===== src/boot_seq_pkg.sv =====
// package: constants and carriers of the cold reset and boot configuration sequencer
package boot_seq_pkg;
   localparam int          CFG_W          = 16;
   localparam int          BUS_W          = 32;
   localparam logic [15:0] CFG_RST        = 16'h0000;
   // boot vector field positions
   localparam int          CFG_PLL_LSB    = 0;
   localparam int          CFG_PLL_W      = 3;
   localparam int          CFG_TRACE_BIT  = 3;
   localparam int          CFG_HOLD_BIT   = 4;
   // pipeline clock codes, in MHz
   localparam logic [7:0]  PIPE_MHZ_MIN   = 8'h64;
   localparam logic [7:0]  PIPE_MHZ_MAX   = 8'h85;
   localparam int          GPIO_TRACE1    = 11;
   // timing in ns and derived cycles at the 20 MHz input clock
   localparam int          CLK_NS         = 50;
   localparam int          TURN_NS        = 50;
   localparam int          TURN_CYC       = (TURN_NS + CLK_NS - 1) / CLK_NS;
   localparam int          SAMPLE_NS      = 50;
   localparam int          SAMPLE_CYC     = (SAMPLE_NS + CLK_NS - 1) / CLK_NS;

   typedef enum logic [4:0] {
      ST_COLD    = 5'h01,
      ST_TURN    = 5'h02,
      ST_RESTORE = 5'h04,
      ST_RELEASE = 5'h08,
      ST_RUN     = 5'h10
   } seq_state_t;

   typedef struct packed {
      logic       trace_en;
      logic       hold_clk;
      logic [7:0] pipe_mhz;
   } boot_cfg_t;

   typedef struct packed {
      logic [2:0] status;
      logic       clk;
   } trace_pins_t;
endpackage


===== src/cold_reset_boot_config_sequencer.sv =====
// module: cold reset sequence, boot vector capture, trace pin takeover
`timescale 1ns/100ps
// Operation
// - cold reset asserts reset, floats bus
// - stop sampling on negation, keep vector
// - then drive bus, buffer enable/direction high
// - hold-clock option may freeze system clock
// - then negate system reset pin
// - afterwards monitor reset pin as warm reset
// - reset pin input synchronised, asynchronous
// - pipeline clock 100..133 MHz from vector
// - trace mode takes over trace pins
// - trace status 1 defaults to gpio 11
// - test data output floats when idle
// - trace mode: interrupt in, pc out
// - turnaround cycles between bus owners
module cold_reset_boot_config_sequencer
   import boot_seq_pkg::*;
(
   input  wire logic             SYS_CLK_I,
   input  wire logic             SYS_RST_I,
   input  wire logic             COLD_RESET_IN_N_I,
   input  wire logic             SYSTEM_RESET_IO_N_I,
   output logic                  SYSTEM_RESET_IO_N_O,
   output logic                  SYSTEM_RESET_IO_OE_O,
   input  wire logic [BUS_W-1:0] MEMORY_DATA_BUS_I,
   input  wire logic [BUS_W-1:0] CORE_DATA_I,
   input  wire logic             CORE_DATA_EN_I,
   output logic [BUS_W-1:0]      MEMORY_DATA_BUS_O,
   output logic                  MEMORY_DATA_BUS_OE_O,
   output logic                  BOOT_BUFFER_OE_N_O,
   output logic                  BUFFER_DIRECTION_N_O,
   input  wire logic             CLK_DIV_TICK_I,
   output logic                  SYSTEM_CLOCK_OUT_O,
   output logic [7:0]            PIPE_CLK_MHZ_O,
   output logic                  DEBUG_TRACE_MODE_O,
   output logic                  WARM_RESET_O,
   output logic                  CORE_RESET_O,
   input  wire logic [3:0]       GPIO_PIN_I,
   input  wire logic [3:0]       GPIO_PIN_OE_I,
   input  wire logic [3:0]       TRACE_PINS_I,
   output logic [3:0]            GPIO_PIN_O,
   output logic [3:0]            GPIO_PIN_OE_O,
   input  wire logic             SCAN_SHIFT_I,
   input  wire logic             SCAN_TDO_I,
   input  wire logic             TRACE_PC_I,
   output logic                  TEST_DATA_OUT_O,
   output logic                  TEST_DATA_OUT_OE_O,
   input  wire logic             TEST_DATA_IN_I,
   output logic                  DEBUG_INTERRUPT_IN_O
);
   seq_state_t        state_r;
   boot_cfg_t         cfg_r;
   boot_cfg_t         cfg_nxt;
   trace_pins_t       trace_in;
   logic [1:0]        cold_sync_r;
   logic [1:0]        rst_sync_r;
   logic [1:0]        tdi_sync_r;
   logic [CFG_W-1:0]  vec_r;
   logic [3:0]        turn_cnt_r;
   logic              clk_r;
   logic              cold_act;
   logic              pin_low;
   logic              warm_arm_r;
   logic [CFG_PLL_W-1:0] pll_code;

   assign cold_act = ~cold_sync_r[1];
   assign pin_low  = ~rst_sync_r[1];
   assign trace_in = TRACE_PINS_I;

   // two-stage synchronisers for pins
   always_ff @(posedge SYS_CLK_I) begin
      if (SYS_RST_I) begin
         cold_sync_r <= 2'h0;
         rst_sync_r  <= 2'h3;
         tdi_sync_r  <= 2'h3;
      end else begin
         cold_sync_r <= {cold_sync_r[0], COLD_RESET_IN_N_I};
         rst_sync_r  <= {rst_sync_r[0], SYSTEM_RESET_IO_N_I};
         tdi_sync_r  <= {tdi_sync_r[0], TEST_DATA_IN_I};
      end
   end

   // sequence state
   always_ff @(posedge SYS_CLK_I) begin
      if (SYS_RST_I) begin
         state_r    <= ST_COLD;
         turn_cnt_r <= 4'h0;
      end else if (cold_act) begin
         state_r    <= ST_COLD;
         turn_cnt_r <= 4'h0;
      end else begin
         case (state_r)
            ST_COLD: begin
               state_r    <= ST_TURN;
               turn_cnt_r <= 4'(TURN_CYC);
            end
            ST_TURN: begin
               if (turn_cnt_r <= 4'h1) begin
                  state_r <= ST_RESTORE;
               end else begin
                  turn_cnt_r <= turn_cnt_r - 4'h1;
               end
            end
            ST_RESTORE: state_r <= ST_RELEASE;
            ST_RELEASE: state_r <= ST_RUN;
            ST_RUN:     state_r <= ST_RUN;
            default:    state_r <= ST_COLD;
         endcase
      end
   end

   // warm reset watch armed once the pin reads high after release
   always_ff @(posedge SYS_CLK_I) begin
      if (SYS_RST_I) begin
         warm_arm_r <= 1'b0;
      end else if (state_r != ST_RUN) begin
         warm_arm_r <= 1'b0;
      end else if (!pin_low) begin
         warm_arm_r <= 1'b1;
      end
   end

   // boot vector capture, only while cold reset is held
   always_ff @(posedge SYS_CLK_I) begin
      if (SYS_RST_I) begin
         vec_r <= CFG_RST;
      end else if (cold_act) begin
         vec_r <= MEMORY_DATA_BUS_I[CFG_W-1:0];
      end
   end

   assign pll_code = vec_r[CFG_PLL_LSB +: CFG_PLL_W];

   always_comb begin
      cfg_nxt          = cfg_r;
      cfg_nxt.trace_en = vec_r[CFG_TRACE_BIT];
      cfg_nxt.hold_clk = vec_r[CFG_HOLD_BIT];
      // clamp code to the legal pipeline range
      if (8'(PIPE_MHZ_MIN + 8'(pll_code) * 8'h5) > PIPE_MHZ_MAX) begin
         cfg_nxt.pipe_mhz = PIPE_MHZ_MAX;
      end else begin
         cfg_nxt.pipe_mhz = 8'(PIPE_MHZ_MIN + 8'(pll_code) * 8'h5);
      end
   end

   // latched at end of sampling, kept through warm resets
   always_ff @(posedge SYS_CLK_I) begin
      if (SYS_RST_I) begin
         cfg_r <= '{trace_en: 1'b0, hold_clk: 1'b0, pipe_mhz: PIPE_MHZ_MIN};
      end else if (state_r == ST_COLD && !cold_act) begin
         cfg_r <= cfg_nxt;
      end
   end

   // system clock out, frozen when hold option chosen
   always_ff @(posedge SYS_CLK_I) begin
      if (SYS_RST_I) begin
         clk_r <= 1'b0;
      end else if (cfg_r.hold_clk && state_r != ST_COLD && state_r != ST_TURN) begin
         clk_r <= clk_r;
      end else if (CLK_DIV_TICK_I) begin
         clk_r <= ~clk_r;
      end
   end

   // pin drivers from state
   always_ff @(posedge SYS_CLK_I) begin
      if (SYS_RST_I) begin
         SYSTEM_RESET_IO_OE_O  <= 1'b1;
         MEMORY_DATA_BUS_OE_O  <= 1'b0;
         BOOT_BUFFER_OE_N_O    <= 1'b0;
         BUFFER_DIRECTION_N_O  <= 1'b0;
         MEMORY_DATA_BUS_O     <= '0;
      end else begin
         SYSTEM_RESET_IO_OE_O  <= (state_r != ST_RELEASE && state_r != ST_RUN) || cold_act;
         MEMORY_DATA_BUS_OE_O  <= !cold_act && (state_r == ST_RESTORE || state_r == ST_RELEASE
                                  || state_r == ST_RUN) && CORE_DATA_EN_I;
         BOOT_BUFFER_OE_N_O    <= !cold_act && state_r != ST_COLD && state_r != ST_TURN;
         BUFFER_DIRECTION_N_O  <= !cold_act && state_r != ST_COLD && state_r != ST_TURN;
         MEMORY_DATA_BUS_O     <= CORE_DATA_I;
      end
   end

   assign SYSTEM_RESET_IO_N_O = 1'b0;
   assign SYSTEM_CLOCK_OUT_O  = clk_r;
   assign PIPE_CLK_MHZ_O      = cfg_r.pipe_mhz;
   assign DEBUG_TRACE_MODE_O  = cfg_r.trace_en;
   assign WARM_RESET_O        = state_r == ST_RUN && warm_arm_r && pin_low;
   assign CORE_RESET_O        = state_r != ST_RUN || (warm_arm_r && pin_low);

   // trace pins override gpio; bit 1 of status is gpio 11 otherwise
   genvar g;
   generate
      for (g = 0; g < 4; g++) begin : g_pin
         assign GPIO_PIN_O[g]    = cfg_r.trace_en ? trace_in[g] : GPIO_PIN_I[g];
         assign GPIO_PIN_OE_O[g] = cfg_r.trace_en ? 1'b1 : GPIO_PIN_OE_I[g];
      end
   endgenerate

   assign TEST_DATA_OUT_O      = cfg_r.trace_en ? TRACE_PC_I : SCAN_TDO_I;
   assign TEST_DATA_OUT_OE_O   = cfg_r.trace_en || SCAN_SHIFT_I;
   assign DEBUG_INTERRUPT_IN_O = cfg_r.trace_en && !tdi_sync_r[1];

   a_reset_drives: assert property (@(posedge SYS_CLK_I) disable iff (SYS_RST_I)
      cold_act |=> SYSTEM_RESET_IO_OE_O && !MEMORY_DATA_BUS_OE_O && !BOOT_BUFFER_OE_N_O)
      else $error("cold reset did not take bus");
   a_restore_before: assert property (@(posedge SYS_CLK_I) disable iff (SYS_RST_I)
      $fell(SYSTEM_RESET_IO_OE_O) |-> $past(BOOT_BUFFER_OE_N_O) && BUFFER_DIRECTION_N_O)
      else $error("reset released before buffers restored");
   a_cfg_kept: assert property (@(posedge SYS_CLK_I) disable iff (SYS_RST_I)
      state_r == ST_RUN && $past(state_r) == ST_RUN |-> $stable(cfg_r))
      else $error("config changed outside cold reset");
   a_turn_gap: assert property (@(posedge SYS_CLK_I) disable iff (SYS_RST_I)
      $rose(cold_sync_r[1]) |=> !MEMORY_DATA_BUS_OE_O [*2])
      else $error("bus driven without turnaround");
   a_pipe_range: assert property (@(posedge SYS_CLK_I) disable iff (SYS_RST_I)
      PIPE_CLK_MHZ_O >= PIPE_MHZ_MIN && PIPE_CLK_MHZ_O <= PIPE_MHZ_MAX)
      else $error("pipeline clock out of range");
   a_hold_clk: assert property (@(posedge SYS_CLK_I) disable iff (SYS_RST_I)
      cfg_r.hold_clk && state_r == ST_RUN && $past(state_r) == ST_RUN |-> $stable(clk_r))
      else $error("system clock not held");
   a_tdo_float: assert property (@(posedge SYS_CLK_I) disable iff (SYS_RST_I)
      !SCAN_SHIFT_I && !cfg_r.trace_en |-> !TEST_DATA_OUT_OE_O)
      else $error("test data out driven when idle");
   a_warm_seen: assert property (@(posedge SYS_CLK_I) disable iff (SYS_RST_I)
      state_r == ST_RUN && warm_arm_r && !SYSTEM_RESET_IO_N_I && !cold_act ##1 state_r == ST_RUN
      ##1 state_r == ST_RUN |-> WARM_RESET_O)
      else $error("warm reset not seen");
   a_trace_pins: assert property (@(posedge SYS_CLK_I) disable iff (SYS_RST_I)
      !cfg_r.trace_en |-> GPIO_PIN_OE_O[1] == GPIO_PIN_OE_I[1])
      else $error("gpio default lost");

   a_bus_float: assert property (@(posedge SYS_CLK_I) disable iff (SYS_RST_I)
      cold_act |=> !MEMORY_DATA_BUS_OE_O)
      else $error("bus driven during cold reset");

   a_dir_low: assert property (@(posedge SYS_CLK_I) disable iff (SYS_RST_I)
      cold_act |=> !BUFFER_DIRECTION_N_O)
      else $error("buffer direction not low in cold reset");

   a_core_held: assert property (@(posedge SYS_CLK_I) disable iff (SYS_RST_I)
      state_r != ST_RUN |-> CORE_RESET_O)
      else $error("core released before sequence end");

   a_vec_capture: assert property (@(posedge SYS_CLK_I) disable iff (SYS_RST_I)
      cold_act |=> vec_r == $past(MEMORY_DATA_BUS_I[CFG_W-1:0]))
      else $error("boot vector not sampled");

   a_vec_hold: assert property (@(posedge SYS_CLK_I) disable iff (SYS_RST_I)
      !cold_act |=> $stable(vec_r))
      else $error("boot vector sampled after negation");

   a_trace_latch: assert property (@(posedge SYS_CLK_I) disable iff (SYS_RST_I)
      state_r == ST_COLD && !cold_act |=> cfg_r.trace_en == $past(vec_r[CFG_TRACE_BIT]))
      else $error("trace option not latched");

   a_hold_latch: assert property (@(posedge SYS_CLK_I) disable iff (SYS_RST_I)
      state_r == ST_COLD && !cold_act |=> cfg_r.hold_clk == $past(vec_r[CFG_HOLD_BIT]))
      else $error("hold option not latched");

   a_buf_restore: assert property (@(posedge SYS_CLK_I) disable iff (SYS_RST_I)
      state_r == ST_RELEASE |-> BOOT_BUFFER_OE_N_O && BUFFER_DIRECTION_N_O)
      else $error("buffers not restored before release");

   a_release_end: assert property (@(posedge SYS_CLK_I) disable iff (SYS_RST_I)
      $fell(SYSTEM_RESET_IO_OE_O) |-> state_r == ST_RUN)
      else $error("reset released out of sequence");

   a_turn_idle: assert property (@(posedge SYS_CLK_I) disable iff (SYS_RST_I)
      state_r == ST_TURN |-> !MEMORY_DATA_BUS_OE_O)
      else $error("bus driven in turnaround");

   a_bus_req: assert property (@(posedge SYS_CLK_I) disable iff (SYS_RST_I)
      MEMORY_DATA_BUS_OE_O |-> $past(CORE_DATA_EN_I))
      else $error("bus driven without core request");

   a_warm_gate: assert property (@(posedge SYS_CLK_I) disable iff (SYS_RST_I)
      WARM_RESET_O |-> !SYSTEM_RESET_IO_OE_O)
      else $error("own reset drive seen as warm reset");

   a_warm_core: assert property (@(posedge SYS_CLK_I) disable iff (SYS_RST_I)
      WARM_RESET_O |-> CORE_RESET_O)
      else $error("warm reset does not hold core");

   a_trace_oe: assert property (@(posedge SYS_CLK_I) disable iff (SYS_RST_I)
      cfg_r.trace_en |-> GPIO_PIN_OE_O == 4'hF)
      else $error("trace pins not driven");

   a_dint_off: assert property (@(posedge SYS_CLK_I) disable iff (SYS_RST_I)
      !cfg_r.trace_en |-> !DEBUG_INTERRUPT_IN_O)
      else $error("debug interrupt outside trace mode");

   c_cold_seq: cover property (@(posedge SYS_CLK_I) disable iff (SYS_RST_I)
      state_r == ST_COLD ##[1:20] state_r == ST_RUN);
   c_warm:     cover property (@(posedge SYS_CLK_I) disable iff (SYS_RST_I) WARM_RESET_O);
   c_trace:    cover property (@(posedge SYS_CLK_I) disable iff (SYS_RST_I)
      state_r == ST_RUN && cfg_r.trace_en);
   c_hold:     cover property (@(posedge SYS_CLK_I) disable iff (SYS_RST_I)
      state_r == ST_RUN && cfg_r.hold_clk);
endmodule


===== config.mk =====
export PLATFORM = sky130hd
export DESIGN_NAME = cold_reset_boot_config_sequencer
export DESIGN_NICKNAME = d
export VERILOG_FILES = /design/src/boot_seq_pkg.sv /design/src/cold_reset_boot_config_sequencer.sv
export SDC_FILE = /design/constraint.sdc
export NUM_CORES = 1
export LEC_CHECK = 0
export CORE_ASPECT_RATIO = 0.9
export CORE_MARGIN = 1.5
export CORE_UTILIZATION = 60
export CTS_CLUSTER_DIAMETER = 100
export DETAILED_ROUTE_END_ITERATION = 8
export DONT_BUFFER_PORTS = 1
export PLACE_DENSITY = 0.79
export REMOVE_ABC_BUFFERS = 1
export SYNTH_ARGS = -nofsm -noshare
export SYNTH_HDL_FRONTEND = slang
export SYNTH_SLANG_ARGS = --single-unit

===== constraint.sdc =====
create_clock -name SYS_CLK_I -period 2.3 [get_ports SYS_CLK_I]
set_input_delay 0.115 -clock SYS_CLK_I [delete_from_list [all_inputs] [get_ports SYS_CLK_I]]
set_output_delay 0.115 -clock SYS_CLK_I [all_outputs]
set_load 0.01 [all_outputs]

==> results.json <==
{
  "outcome": "finished clean",
  "start_util_pct": 62.93,
  "hp-class": "primary input to register",
  "drive_above_1_share_pct": 13.36,
  "slew_headroom_pct": 63.96,
  "ios": 146,
  "cp_data_required_time_ps": 2540,
  "path_clk_slew_ps": 80,
  "grt_max_degree": 54,
  "detail_route.first_pass.iterations": 4,
  "drv_slew": 0,
  "ys_warn_count": 0,
  "start_kind": "register",
  "drc_errors": 0,
  "holdWs_ps": 26.09,
  "syn_area_per_cell_um2": 10.12,
  "hold_violations": 0,
  "fillCellCount": 249,
  "ff2ff_setup_slack_ps": 180,
  "cts_inserted_buffers": 9,
  "n_antenna_cell": 0,
  "rsz0062_at_grt": "no",
  "avgRoutedWirePerCell_um": 16.88,
  "cts_hold_buf": 42,
  "tightest_slew_ps": 527.0,
  "grt_pass1_vias": 1925,
  "placed_cells": 282,
  "vias": 1885,
  "yosysTopAreaCellShare_pct": 51.19,
  "cts_resized": 0,
  "synth_area_leader_cell": "dfxtp_1",
  "cts_root_buf": "clkbuf_8",
  "worstPathMaxFanout": 3,
  "nets": 381,
  "multi_input_comb_area_um2": 1092,
  "clock_latency_ps": 350,
  "worst_r2r_startpoint": "vec_r[1]$_SDFFE_PP0N_",
  "seq_area_frac_synth_pct": 51.19,
  "place_area_um2": 2519,
  "p_leak_nw": 1.256,
  "grtUsageTotal_pct": 24.93,
  "tns_ps": 0,
  "synth.most_common_cell": "dfxtp_1",
  "synthTopCellsByCount": "dfxtp_1 (66), nor2b_1 (39), nor2_1 (14), a21oi_1 (11), or2_2 (11)",
  "crit_path_end": "PIPE_CLK_MHZ_O[0]$_SDFFE_PP0P_",
  "antenna_found_initial": 0,
  "pwr_density_cell_nw_per_um2": 785.6,
  "routed_wl_um": 5738,
  "synth_async_sr_flop_share_pct": 0,
  "fin_crit_sh_pct": 92.38,
  "clkSinkCount": 66,
  "rr_worst_depth": 6,
  "ys_ff_latch": 66,
  "port_buffers": 0,
  "h-tree-depth": 3,
  "synth_edf_count": 0,
  "grt_pass1_wl_um": 8859,
  "cp_data_arrival_time_ps": 2370,
  "ys_top_cells_by_area": "dfxtp_1 (51%), nor2b_1 (9.5%), ha_1 (3.4%)",
  "synth_ff_type": "dfxtp_1",
  "cts_tree": "built",
  "fmax_ghz": 0.4706,
  "grt.overflow.total": 0,
  "rows": 22,
  "path_class": "register to register",
  "syn_inst": 255,
  "post-cts-setup-buffer-count": 0,
  "coreArea_um2": 4101,
  "fin_crit_ps": 2125,
  "synth.distinct_cells": 44,
  "instances_no_fill": 340,
  "setup_violations": 0,
  "cap_violations": 0,
  "startpoint": "vec_r[1]$_SDFFE_PP0N_",
  "drt_iter0_drc": 137,
  "seqCellArea_um2": 1321,
  "gp_congestion": 0.7775,
  "post_drt_via_cell_ratio": 5.544,
  "finalInstanceArea_um2": 3166,
  "ir_drop_v": 0.0006075,
  "die_x_um": 72.14,
  "antenna_left": 0,
  "reg2reg_to": "PIPE_CLK_MHZ_O[0]$_SDFFE_PP0P_",
  "die_area_um2": 4705,
  "syn_to_final_growth_pct": 22.64,
  "cts_buffer_depth": 2,
  "die_h_um": 65.23,
  "post-dp-hpwl_um": 3294,
  "skew_ps": 15.14,
  "syn-cell-area_um2": 2581,
  "end_kind": "register",
  "hp-start": "SYS_RST_I"
}
-- routing by layer --
metal | global-route usage [%] | wire, um
met1 | 27.47 | 2306
met2 | 41.78 | 2799
met3 | 11.20 | 501
met4 | 10.38 | 131
met5 | 0 | 0
-- cell usage in the layout (no fill, tap or decap), types with 2 or more instances in the layout --
master,n
a211o_1,2
a21oi_1,11
a31o_2,2
and2_1,3
buf_4,3
bufinv_16,2
clkbuf_8,9
clkinvlp_4,2
dfxtp_1,66
dlygate4sd3_1,41
ha_1,7
inv_1,6
mux2_2,6
mux2i_1,7
nand2_1,4
nand2b_1,8
nand3_1,4
nand4b_1,2
nor2_1,14
nor2b_1,39
nor3_1,3
o211ai_1,5
o21ai_0,10
or2_2,11
or4_1,2
-- area by class of cell --
| cell class | instances | share of cell area [%] |
|---|---|---|
| Timing Repair Buffer | 45 | 14.31 |
| Inverter | 6 | 0.7115 |
| Multi-Input combinational cell | 159 | 34.51 |
| Clock inverter | 6 | 2.806 |
| Tap cell | 48 | 1.897 |
| Sequential cell | 66 | 41.74 |
| Clock buffer | 10 | 4.032 |
-- how the worst min path moves through the flow --
stage | endpoint | depth (start not counted)
after floorplan | DEBUG_TRACE_MODE_O$_SDFFE_PP0P_ | 1
after global placement | cfg_r[8]$_SDFFE_PP0P_ | 1
after detailed placement | MEMORY_DATA_BUS_O[14]$_SDFF_PP0_ | 1
after CTS | SYSTEM_CLOCK_OUT_O$_SDFFE_PP0P_ | 2
after global routing | SYSTEM_CLOCK_OUT_O$_SDFFE_PP0P_ | 2
final | SYSTEM_CLOCK_OUT_O$_SDFFE_PP0P_ | 2
-- kinds of logic after synthesis --
| family | Yosys count | synth area share [%] |
|---|---|---|
| AND/OR/NAND/NOR | 97 | 22.39 |
| flip-flops | 66 | 51.19 |
| AO/OA/AOI/OAI | 39 | 9.938 |
| buffers and inverters | 30 | 6.495 |
| multiplexers | 13 | 5.332 |
| adder cells (fa/ha/maj) | 8 | 4.169 |
| other | 1 | 0.1453 |
| XOR/XNOR | 1 | 0.3394 |
-- worst max-delay path, stage by stage, from the launching register on --
cell	delay [ps]
dfxtp_1	360
inv_1	80
ha_1	280
ha_1	210
fa_1	480
o31a_1	310
o311a_1	290
-- sequential cells by signal, summed over array words and instances, names as in the netlist, 2 cells and up --
| register | flops |
|---|---|
| vec_r | 5 |
| state_r | 5 |
| PIPE_CLK_MHZ_O | 7 |
| cold_sync_r | 2 |
| turn_cnt_r | 4 |
| tdi_sync_r | 2 |
| MEMORY_DATA_BUS_O | 32 |
| rst_sync_r | 2 |
-- through the flow --
step	utilization (%)	setup slack [ps]	total power, mW
finish	77.18	175.2	2.487
global route	77.18	59.50	2.575
CTS	77.18	169.6	2.490
detailed placement	61.41	183.4	1.368
global placement	61.41	203.5	1.364
floorplan	-	238.7	1.342
-- power by group --
part	total (mW)	switching (mW)	internal, mW
combinational	0.180	0.0743	0.105
sequential	1.24	0.0480	1.19
clock	1.07	0.455	0.612
(Power assumes the default switching activity.)
